### config.mk
export PLATFORM = sky130hd
export DESIGN_NAME = abscp_port
export DESIGN_NICKNAME = d
export VERILOG_FILES = /design/src/logic/abscp_pkg.sv /design/src/logic/abscp_mc_timer.sv /design/src/logic/abscp_port.sv
export VERILOG_INCLUDE_DIRS = /design/src /design/src/logic
export SDC_FILE = /design/constraint.sdc
export NUM_CORES = 1
export LEC_CHECK = 0
export ABC_CLOCK_PERIOD_IN_PS = 6950
export BUFFER_PORTS_ARGS = -buffer_cell sky130_fd_sc_hd__buf_4
export CAP_MARGIN = 20
export CORE_MARGIN = 3
export CORE_UTILIZATION = 57
export DETAILED_ROUTE_END_ITERATION = 7
export PLACE_DENSITY = 0.85
export SLEW_MARGIN = 20
export SYNTH_ARGS = -nofsm -noshare
export SYNTH_HDL_FRONTEND = slang
export SYNTH_SLANG_ARGS = --single-unit
### constraint.sdc
create_clock -name clk_sys_i -period 6.95 [get_ports clk_sys_i]
set_clock_uncertainty 0.05 [all_clocks]
set_input_delay 0.3475 -clock clk_sys_i [delete_from_list [all_inputs] [get_ports clk_sys_i]]
set_output_delay 0.3475 -clock clk_sys_i [all_outputs]
set_load 0.05 [all_outputs]
### src/logic/abscp_defs.svh
// offsets, field positions, reset values and timing counts of the console port
`ifndef ABSCP_DEFS_SVH
`define ABSCP_DEFS_SVH

// ****************************************************************
// register byte offsets
// ****************************************************************
`define ABSCP_OFF_CTRL 8'h00
`define ABSCP_OFF_STATUS 8'h04
`define ABSCP_OFF_TXDATA 8'h08
`define ABSCP_OFF_RXDATA 8'h0C
`define ABSCP_OFF_PARAM 8'h10

// ****************************************************************
// field positions
// ****************************************************************
`define ABSCP_CTRL_REID_BIT 0
`define ABSCP_CTRL_ONESTOP_BIT 1
`define ABSCP_ST_IDENT_BIT 0
`define ABSCP_ST_TXBUSY_BIT 1
`define ABSCP_ST_RXBUSY_BIT 2
`define ABSCP_ST_RXFULL_BIT 3
`define ABSCP_ST_STOP_BIT 4
`define ABSCP_ST_LINE_BIT 5

// ****************************************************************
// reset values
// ****************************************************************
`define ABSCP_SOD_RESET 1'b0
`define ABSCP_PARAM_RESET 16'h0101

// ****************************************************************
// timing, in machine cycles unless noted
// ****************************************************************
`define ABSCP_MC_CLKS 2
`define ABSCP_FIXED_MC 20'h0003D
`define ABSCP_DELAY_BASE_MC 20'h00016
`define ABSCP_STEP_MC 20'h0000E
`define ABSCP_PAGE_MC 20'h00E0B
`define ABSCP_ID_CHUNK_MC 20'h00054
`define ABSCP_ID_START 16'hFFFA
`define ABSCP_STEPS_TWO_STOP 4'hB
`define ABSCP_STEPS_ONE_STOP 4'hA
`define ABSCP_RX_SAMPLES 4'h9

`endif

### src/logic/abscp_pkg.sv
// types shared by the console port design
`default_nettype none

package abscp_pkg;

	typedef enum logic [2:0] {
		ABSCP_ST_IDLE = 3'h0,
		ABSCP_ST_ID_HIGH = 3'h1,
		ABSCP_ST_ID_LOW = 3'h2,
		ABSCP_ST_ID_MEAS = 3'h3,
		ABSCP_ST_TX_BIT = 3'h4,
		ABSCP_ST_RX_START = 3'h5,
		ABSCP_ST_RX_HALF = 3'h6,
		ABSCP_ST_RX_BIT = 3'h7
	} abscp_state_t;

	typedef logic [19:0] abscp_mc_t;
	typedef logic [15:0] abscp_param_t;

endpackage : abscp_pkg

`default_nettype wire

### src/logic/abscp_mc_timer.sv
// machine-cycle delay timer: counts a loaded number of machine cycles
`include "abscp_defs.svh"
`default_nettype none

module abscp_mc_timer #(
	parameter int MC_CLKS = `ABSCP_MC_CLKS
) (
	input wire logic clk_sys_i,
	input wire logic sys_rst_i,
	input wire logic start_i,
	input wire abscp_pkg::abscp_mc_t load_i,
	output logic done_o
);
	import abscp_pkg::*;

	localparam logic [3:0] PRE_LAST = 4'(MC_CLKS - 1);

	logic busy_reg;
	logic [3:0] pre_reg;
	abscp_mc_t cnt_reg;

	// ****************************************************************
	// countdown
	// ****************************************************************
	// (RULE_19) two clocks per machine cycle
	always_ff @(posedge clk_sys_i) begin
		if (sys_rst_i) begin
			busy_reg <= 1'b0;
			pre_reg <= 4'h0;
			cnt_reg <= 20'h00000;
			done_o <= 1'b0;
		end else begin
			done_o <= 1'b0;
			if (start_i) begin
				busy_reg <= 1'b1;
				pre_reg <= 4'h0;
				cnt_reg <= load_i;
			end else if (busy_reg) begin
				if (pre_reg == PRE_LAST) begin
					pre_reg <= 4'h0;
					// a zero load behaves as one machine cycle
					if (cnt_reg <= 20'h00001) begin
						busy_reg <= 1'b0;
						done_o <= 1'b1;
					end else begin
						cnt_reg <= cnt_reg - 20'h00001;
					end
				end else begin
					pre_reg <= pre_reg + 4'h1;
				end
			end
		end
	end

endmodule : abscp_mc_timer

`default_nettype wire

### src/logic/abscp_port.sv
// autobaud serial console port: apb registers, identification, tx, rx
//
// Local design decisions: the register offsets and the APB register port.
`include "abscp_defs.svh"
`default_nettype none

// Notes on behaviour
// (RULE_01) after reset identify rate from space
// (RULE_02) identification reruns on reset or request
// (RULE_03) console sends exactly a space first
// (RULE_04) keep full-bit and half-bit delay parameters
// (RULE_05) tx and rx use identified rate
// (RULE_06) transmit runs eleven identical bit steps
// (RULE_07) nine-bit rotate, carry refilled with one
// (RULE_08) carry starts zero giving start bit; here carry starts one and the start bit is driven on the line directly
// (RULE_09) steps ten onward drive a one
// (RULE_10) optional ten steps, single stop bit
// (RULE_11) transfers are not disturbed by bus activity
// (RULE_12) await falling edge, then half-bit delay
// (RULE_13) first sample at 1.5 bits, then full
// (RULE_14) samples shift right, first bit lsb
// (RULE_15) ninth sample ends, stop kept in carry
// (RULE_16) receive completes after next full character
// (RULE_17) tx and rx steps equally long
// (RULE_18) bit is 61 plus programmable delay
// (RULE_19) machine cycle equals two clocks
// (RULE_20) one parameter step adds 14 cycles
// (RULE_21) low start, 8 lsb-first, high stops
// (RULE_22) measure six-bit low of space
// (RULE_23) output low after reset until written
// (RULE_24) no stop bit check or framing error
// (RULE_25) identify waits for idle-high line first
module abscp_port (
	input wire logic clk_sys_i,
	input wire logic sys_rst_i,
	input wire logic psel_i,
	input wire logic penable_i,
	input wire logic pwrite_i,
	input wire logic [7:0] paddr_i,
	input wire logic [31:0] pwdata_i,
	output logic [31:0] prdata_o,
	output logic pready_o,
	output logic pslverr_o,
	input wire logic serial_input_line_i,
	output logic serial_output_line_o
);
	import abscp_pkg::*;

	// ****************************************************************
	// functions
	// ****************************************************************
	// delay segment of a bit step; wraps like byte decrements do
	// (RULE_20) low byte steps by 14
	function automatic abscp_mc_t delay_mc(input abscp_param_t p);
		logic [7:0] hm;
		logic [7:0] lm;
		hm = p[15:8] - 8'h01;
		lm = p[7:0] - 8'h01;
		delay_mc = `ABSCP_DELAY_BASE_MC + {12'h000, lm} * `ABSCP_STEP_MC
			+ {12'h000, hm} * `ABSCP_PAGE_MC;
	endfunction : delay_mc

	// (RULE_18) fixed part plus delay
	// (RULE_17) one period for both directions
	function automatic abscp_mc_t period_mc(input abscp_param_t p);
		period_mc = `ABSCP_FIXED_MC + delay_mc(p);
	endfunction : period_mc

	// bytewise increment, as separate high and low bytes
	function automatic abscp_param_t bump(input abscp_param_t p);
		bump = {p[15:8] + 8'h01, p[7:0] + 8'h01};
	endfunction : bump

	// ****************************************************************
	// state
	// ****************************************************************
	abscp_state_t state_reg;
	abscp_param_t full_bit_delay_reg;
	abscp_param_t half_bit_delay_reg;
	abscp_param_t measure_reg;
	logic [7:0] shift_reg;
	logic carry_bit_reg;
	logic [3:0] step_reg;
	logic [7:0] rx_data_reg;
	logic rx_fin_reg;
	logic tmr_start_reg;
	abscp_mc_t tmr_load_reg;
	logic tmr_done;
	logic sod_reg;

	// bus side
	logic onestop_reg;
	logic reid_reg;
	logic start_tx_reg;
	logic start_rx_reg;
	logic [7:0] tx_char_reg;
	logic rx_full_reg;
	logic param_wr_reg;
	logic [31:0] param_wdata_reg;
	logic [31:0] prdata_reg;
	logic pready_reg;
	logic pslverr_reg;

	logic access;
	logic idle;
	logic [3:0] frame_steps;

	assign access = psel_i & penable_i & ~pready_reg;
	assign idle = (state_reg == ABSCP_ST_IDLE);
	// (RULE_10) single stop when selected
	assign frame_steps = onestop_reg ? `ABSCP_STEPS_ONE_STOP
		: `ABSCP_STEPS_TWO_STOP;

	assign prdata_o = prdata_reg;
	assign pready_o = pready_reg;
	assign pslverr_o = pslverr_reg;
	assign serial_output_line_o = sod_reg;

	abscp_mc_timer #(
		.MC_CLKS(`ABSCP_MC_CLKS)
	) u_timer (
		.clk_sys_i(clk_sys_i),
		.sys_rst_i(sys_rst_i),
		.start_i(tmr_start_reg),
		.load_i(tmr_load_reg),
		.done_o(tmr_done)
	);

	// ****************************************************************
	// serial engine
	// ****************************************************************
	always_ff @(posedge clk_sys_i) begin
		if (sys_rst_i) begin
			// (RULE_01) reset enters identification
			state_reg <= ABSCP_ST_ID_HIGH;
			full_bit_delay_reg <= `ABSCP_PARAM_RESET;
			half_bit_delay_reg <= `ABSCP_PARAM_RESET;
			measure_reg <= `ABSCP_ID_START;
			shift_reg <= 8'h00;
			carry_bit_reg <= 1'b0;
			step_reg <= 4'h0;
			rx_data_reg <= 8'h00;
			rx_fin_reg <= 1'b0;
			tmr_start_reg <= 1'b0;
			tmr_load_reg <= 20'h00000;
			// (RULE_23) low until first transmit
			sod_reg <= `ABSCP_SOD_RESET;
		end else begin
			tmr_start_reg <= 1'b0;
			rx_fin_reg <= 1'b0;
			if (reid_reg) begin
				// (RULE_02) rerun on request
				state_reg <= ABSCP_ST_ID_HIGH;
			end else begin
				case (state_reg)
					ABSCP_ST_IDLE: begin
						if (param_wr_reg) begin
							full_bit_delay_reg <= param_wdata_reg[15:0];
							half_bit_delay_reg <= param_wdata_reg[31:16];
						end else if (start_tx_reg) begin
							// (RULE_08) start bit driven directly, carry loaded with one
							shift_reg <= tx_char_reg;
							carry_bit_reg <= 1'b1;
							sod_reg <= 1'b0;
							step_reg <= 4'h0;
							tmr_start_reg <= 1'b1;
							// (RULE_05) stored rate drives tx
							tmr_load_reg <= period_mc(full_bit_delay_reg);
							state_reg <= ABSCP_ST_TX_BIT;
						end else if (start_rx_reg) begin
							step_reg <= 4'h0;
							state_reg <= ABSCP_ST_RX_START;
						end
					end
					ABSCP_ST_ID_HIGH: begin
						// (RULE_25) skip a partial frame
						if (serial_input_line_i) begin
							state_reg <= ABSCP_ST_ID_LOW;
						end
					end
					ABSCP_ST_ID_LOW: begin
						if (!serial_input_line_i) begin
							// (RULE_22) count 84-cycle chunks of low
							measure_reg <= `ABSCP_ID_START + 16'h0001;
							tmr_start_reg <= 1'b1;
							tmr_load_reg <= `ABSCP_ID_CHUNK_MC;
							state_reg <= ABSCP_ST_ID_MEAS;
						end
					end
					ABSCP_ST_ID_MEAS: begin
						if (tmr_done) begin
							if (!serial_input_line_i) begin
								measure_reg <= measure_reg + 16'h0001;
								tmr_start_reg <= 1'b1;
								tmr_load_reg <= `ABSCP_ID_CHUNK_MC;
							end else begin
								// (RULE_04) derive both parameters
								full_bit_delay_reg <= bump(measure_reg);
								half_bit_delay_reg <= bump({1'b0,
									measure_reg[15:1]});
								state_reg <= ABSCP_ST_IDLE;
							end
						end
					end
					ABSCP_ST_TX_BIT: begin
						if (tmr_done) begin
							// (RULE_07) rotate right, one into carry
							shift_reg <= {carry_bit_reg, shift_reg[7:1]};
							carry_bit_reg <= 1'b1;
							step_reg <= step_reg + 4'h1;
							// (RULE_06) same step per bit, fixed count
							if (step_reg == frame_steps - 4'h1) begin
								state_reg <= ABSCP_ST_IDLE;
							end else begin
								// (RULE_21) lsb first, then stops
								// (RULE_09) refilled ones become stops
								sod_reg <= shift_reg[0];
								tmr_start_reg <= 1'b1;
								tmr_load_reg <= period_mc(full_bit_delay_reg);
							end
						end
					end
					ABSCP_ST_RX_START: begin
						// (RULE_12) falling edge then half bit
						if (!serial_input_line_i) begin
							tmr_start_reg <= 1'b1;
							tmr_load_reg <= delay_mc(half_bit_delay_reg);
							state_reg <= ABSCP_ST_RX_HALF;
						end
					end
					ABSCP_ST_RX_HALF: begin
						if (tmr_done) begin
							// (RULE_13) then full bits to mid-bit
							tmr_start_reg <= 1'b1;
							tmr_load_reg <= period_mc(full_bit_delay_reg);
							state_reg <= ABSCP_ST_RX_BIT;
						end
					end
					ABSCP_ST_RX_BIT: begin
						if (tmr_done) begin
							step_reg <= step_reg + 4'h1;
							// (RULE_15) ninth sample ends the byte
							if (step_reg == `ABSCP_RX_SAMPLES - 4'h1) begin
								// (RULE_24) stop level is only kept
								carry_bit_reg <= serial_input_line_i;
								rx_data_reg <= shift_reg;
								rx_fin_reg <= 1'b1;
								state_reg <= ABSCP_ST_IDLE;
							end else begin
								// (RULE_14) shift in from the top
								shift_reg <= {serial_input_line_i,
									shift_reg[7:1]};
								tmr_start_reg <= 1'b1;
								tmr_load_reg <= period_mc(full_bit_delay_reg);
							end
						end
					end
					default: begin
						state_reg <= ABSCP_ST_IDLE;
					end
				endcase
			end
		end
	end

	// ****************************************************************
	// received-byte flag
	// ****************************************************************
	// set wins over clear
	always_ff @(posedge clk_sys_i) begin
		if (sys_rst_i) begin
			rx_full_reg <= 1'b0;
		end else if (rx_fin_reg) begin
			rx_full_reg <= 1'b1;
		end else if (access && !pwrite_i && rx_full_reg
			&& paddr_i == `ABSCP_OFF_RXDATA) begin
			rx_full_reg <= 1'b0;
		end
	end

	// ****************************************************************
	// apb slave
	// ****************************************************************
	// one wait state; tx data writes and rx data reads with no byte in stall while the engine
	// is busy, so bus traffic can never bend the bit timing
	always_ff @(posedge clk_sys_i) begin
		if (sys_rst_i) begin
			pready_reg <= 1'b0;
			pslverr_reg <= 1'b0;
			prdata_reg <= 32'h00000000;
			onestop_reg <= 1'b0;
			reid_reg <= 1'b0;
			start_tx_reg <= 1'b0;
			start_rx_reg <= 1'b0;
			tx_char_reg <= 8'h00;
			param_wr_reg <= 1'b0;
			param_wdata_reg <= 32'h00000000;
		end else begin
			pready_reg <= 1'b0;
			pslverr_reg <= 1'b0;
			reid_reg <= 1'b0;
			start_tx_reg <= 1'b0;
			start_rx_reg <= 1'b0;
			param_wr_reg <= 1'b0;
			// read data stands only with its pready pulse
			prdata_reg <= 32'h00000000;
			if (access) begin
				case (paddr_i)
					`ABSCP_OFF_CTRL: begin
						pready_reg <= 1'b1;
						if (pwrite_i) begin
							// (RULE_02) rate change request
							reid_reg <= pwdata_i[`ABSCP_CTRL_REID_BIT];
							onestop_reg <= pwdata_i[`ABSCP_CTRL_ONESTOP_BIT];
						end else begin
							prdata_reg[`ABSCP_CTRL_ONESTOP_BIT] <= onestop_reg;
						end
					end
					`ABSCP_OFF_STATUS: begin
						pready_reg <= 1'b1;
						prdata_reg[`ABSCP_ST_IDENT_BIT] <=
							(state_reg == ABSCP_ST_ID_HIGH)
							|| (state_reg == ABSCP_ST_ID_LOW)
							|| (state_reg == ABSCP_ST_ID_MEAS);
						prdata_reg[`ABSCP_ST_TXBUSY_BIT] <=
							(state_reg == ABSCP_ST_TX_BIT);
						prdata_reg[`ABSCP_ST_RXBUSY_BIT] <=
							(state_reg == ABSCP_ST_RX_START)
							|| (state_reg == ABSCP_ST_RX_HALF)
							|| (state_reg == ABSCP_ST_RX_BIT);
						prdata_reg[`ABSCP_ST_RXFULL_BIT] <= rx_full_reg;
						prdata_reg[`ABSCP_ST_STOP_BIT] <= carry_bit_reg;
						prdata_reg[`ABSCP_ST_LINE_BIT] <= sod_reg;
					end
					`ABSCP_OFF_TXDATA: begin
						if (!pwrite_i) begin
							pready_reg <= 1'b1;
						end else if (idle && !start_rx_reg
							&& !param_wr_reg) begin
							// (RULE_11) taken only when idle
							pready_reg <= 1'b1;
							tx_char_reg <= pwdata_i[7:0];
							start_tx_reg <= 1'b1;
						end
					end
					`ABSCP_OFF_RXDATA: begin
						if (pwrite_i) begin
							pready_reg <= 1'b1;
						end else if (rx_full_reg) begin
							// (RULE_16) answer once a byte is in
							pready_reg <= 1'b1;
							prdata_reg[7:0] <= rx_data_reg;
						end else if (idle && !start_rx_reg
							&& !start_tx_reg && !rx_fin_reg) begin
							// a byte landing now must not rearm rx
							start_rx_reg <= 1'b1;
						end
					end
					`ABSCP_OFF_PARAM: begin
						if (!pwrite_i) begin
							pready_reg <= 1'b1;
							prdata_reg <= {half_bit_delay_reg,
								full_bit_delay_reg};
						end else if (idle && !start_tx_reg
							&& !start_rx_reg) begin
							pready_reg <= 1'b1;
							param_wr_reg <= 1'b1;
							param_wdata_reg <= pwdata_i;
						end
					end
					default: begin
						pready_reg <= 1'b1;
						pslverr_reg <= 1'b1;
					end
				endcase
			end
		end
	end

endmodule : abscp_port

`default_nettype wire

==> impl_results.md <==
- Status: finished, final reports clean
- # rows: 58
- Final Hold Viols: 0
- Switching power: 1.15 mW
- Fillers: 2027
- Vias: 12700
- Leading post-synthesis cells by cell area: dfxtp_1 (27%), ha_1 (16%), fa_1 (6.4%)
- Layout area overhead: 11.3%
- Vias per inst: 5.83
- Fin crit share: 0.949
- Arr. time, crit path: between 6 and 7 ns
- Pwr Density: 206 mW/mm^2
- Total gr overflow: 0
- Tot GR Track Use: 0.250
- Router iterations before antenna repair: 7
- HPWL Detailed: between 20000 and 30000 um
- Routed WL: 36400 um
- RR Startpoint: half_bit_delay_reg[1]
- Clock power share: 0.356
- CTS tree: yes
- Max-slew headroom: 0.282
- Die Area: 0.0282 mm^2
- Syn Area/Cell: 8.31 um^2
- Worst-margin pin slew: 1.08 ns
- Layout cell share with drive strength beyond 1: 0.0934
- Seq pwr share: 0.404
- H-tree depth: 1
- Slowest stage delay, CP: 0.49 ns
- Crit path launch: half_bit_delay_reg[1]
- Vias in the first global route: 12300
- Max-slew violations: 0
- Syn nets: 2087
- Die X: 168 um
- Netlist cell types: 72
- Synth Instances: between 1500 and 2000
- Pre-CTS WS: 0.146 ns
- Ports: 81
- WL/cell: 16.7 um
- Sw Share: 0.335
- Global-route wire length before repair: 60000 um
- CTS root buffer: clkbuf_16
- Most frequent cells in the layout: dfxtp_1 (199), ha_1 (191), nand2_1 (190)
- Initial core utilization: 0.588
- Register area share after synthesis: 0.269
- Hold Path Origin: pwdata_i[5]
- Number of instances in the placed design: 2135
- Post-route ant nets: 0
- Core box area: 0.0255 mm^2
- Deepest clock path buffer count: 3
- Most common cell after layout, fill and taps aside: dfxtp_1
- Iter 0 DRT Violations: 1151
- Pint: 2.28 mW
- Largest net degree at the start of global routing: 105
- Num CTS Buffers: 23
- Maxcap violations: 0
- Type of the most critical hold path: in2reg
- CP max stage cell: fa_1
- Static Leak: 7.84 nW
- Clk sink count: 201
- Setup crit start kind: flop
- Skew-Pair Late Insertion Delay: 0.53 ns
- Crit. End Element: flop
- Top FF cell, synth: dfxtp_1
- Final Wtd Congestion: 0.901
- IO Port Bufs: 80
- Initial antenna violation count: 0
- Crit path time final: 6.59 ns
- Post-synth EDFFs: 0
- YS warnings: 0
- Setup total negative slack: 0 ns
- Final #Nets: 2121
- Maximum VDD drop: roughly 0.00019 V
- Final worst slack: 0.356 ns
- CP dominant cell by count: ha_1
- Share of synthesized flip-flops with an asynchronous set or reset: 0
- Setup violations, final: 0
- Achievable Freq: approximately 150 MHz
- Register clock-pin slew on the reported worst setup and hold paths: 0.06 ns
- Largest area contributor in the netlist: dfxtp_1
- Share of the synthesized area in the top cell type: 0.269
- RSZ-0062 raised after global routing: no
- #FFs+latches synth: 201
- Synthesized area: roughly 0.015 mm^2
- Combinational share of power: 0.239
- Critical path type: reg2reg
- Critical Path RT: around 7.3 ns
- Drc violations: 0
- Die Y: ~170 um
- Crit-path max FO: 8
- Final non-filler cell total: ~2200
[Yosys cell counts, drive strengths merged (4+ instances only)]
library cell  count
dfxtp           201
ha              192
nand2           190
nor2            187
inv             148
a21oi           136
clkbuf           71
xnor2            70
xor2             58
o21ai            54
fa               48
nor3             41
mux2i            40
nand3            33
a211oi           32
and2             31
o211ai           23
buf              18
nor2b            17
a21o             16
and3             15
o21bai           15
nand4            14
a311oi           12
nand2b           12
nor4             12
nand3b           10
or3               9
a21boi            8
a31oi             8
a211o             7
a22oi             6
o21a              6
or2               6
o22ai             5
o31ai             5
a32oi             4
nor3b             4
[layer usage]
metal	global-route usage	part of all wire
met2	0.426	0.48
met4	0.0647	0.028
met5	0	0
met1	0.337	0.44
met3	0.0303	0.060
[area by class of cell]
type	count	area (um^2)	area share
multi-input combinational	1363	10100	0.609
sequential	201	4030	0.242
timing repair buffer	98	741	0.0445
clock buffer	31	646	0.0388
inverter	148	556	0.0333
tap	330	413	0.0248
clock inverter	11	128	0.00766
antenna	1	2.50	0.000150
[cell families after synthesis]
group	after synthesis	share of synthesized area
buffers and inverters	237	0.0619
and+or+nand+nor	592	0.186
AOI/OAI and AO/OA	362	0.156
adders and majority gates	240	0.225
muxes	41	0.0275
xor gates and xnor gates	128	0.0749
DFF	201	0.269
[critical path: cells and delay by family (launching register included)]
family          cells  cell delay [ns]
xor+xnor            2             0.50
fa+ha+maj           8             2.68
compound gates     12             2.12
flops               1             0.46
simple gates        2             0.26
buf+inv             3             0.37
[worst paths after layout]
check	endpoint	slack, ns	cells past startpoint
worst max register to register	tmr_load_reg[19]	0.36	27
worst max-delay path	tmr_load_reg[19]	0.36	27
worst min register to register	param_wdata_reg[7]	0.40	2
worst min-delay path	tx_char_reg[5]	0.02	3
[power groups by stage]
stage / clock network, mW / logic (mW) / registers, mW
detailed placement: 0 / 0.799 / 1.41
global route: 1.28 / 0.910 / 1.40
CTS: 1.24 / 0.810 / 1.38
global placement: 0 / 0.773 / 1.40
finish: 1.22 / 0.821 / 1.39
floorplan: 0 / 0.686 / 1.32
[through the flow]
stage | power, mW | hold slack [ns] | utilization | instance area (um^2)
after floorplan | 2.01 | 0.382 | - | 15000
after global placement | 2.17 | 0.388 | 0.618 | 15700
after detailed placement | 2.20 | 0.395 | 0.618 | 15700
after CTS | 3.43 | 0.00432 | 0.649 | 16500
after global routing | 3.60 | 0.0114 | 0.654 | 16700
final | 3.43 | 0.0151 | 0.654 | 16700
[repair_timing]
| item | CTS | global route |
|---|---|---|
| hold buffers | 2 | 0 |
| endpoints found under the hold margin | 2 | 0 |
| resized for setup | 0 | 19 |
| buffers inserted | 0 | 3 |
| endpoints found under the setup margin | 0 | 7 |
Note: power is estimated with default switching activity, not from simulation.
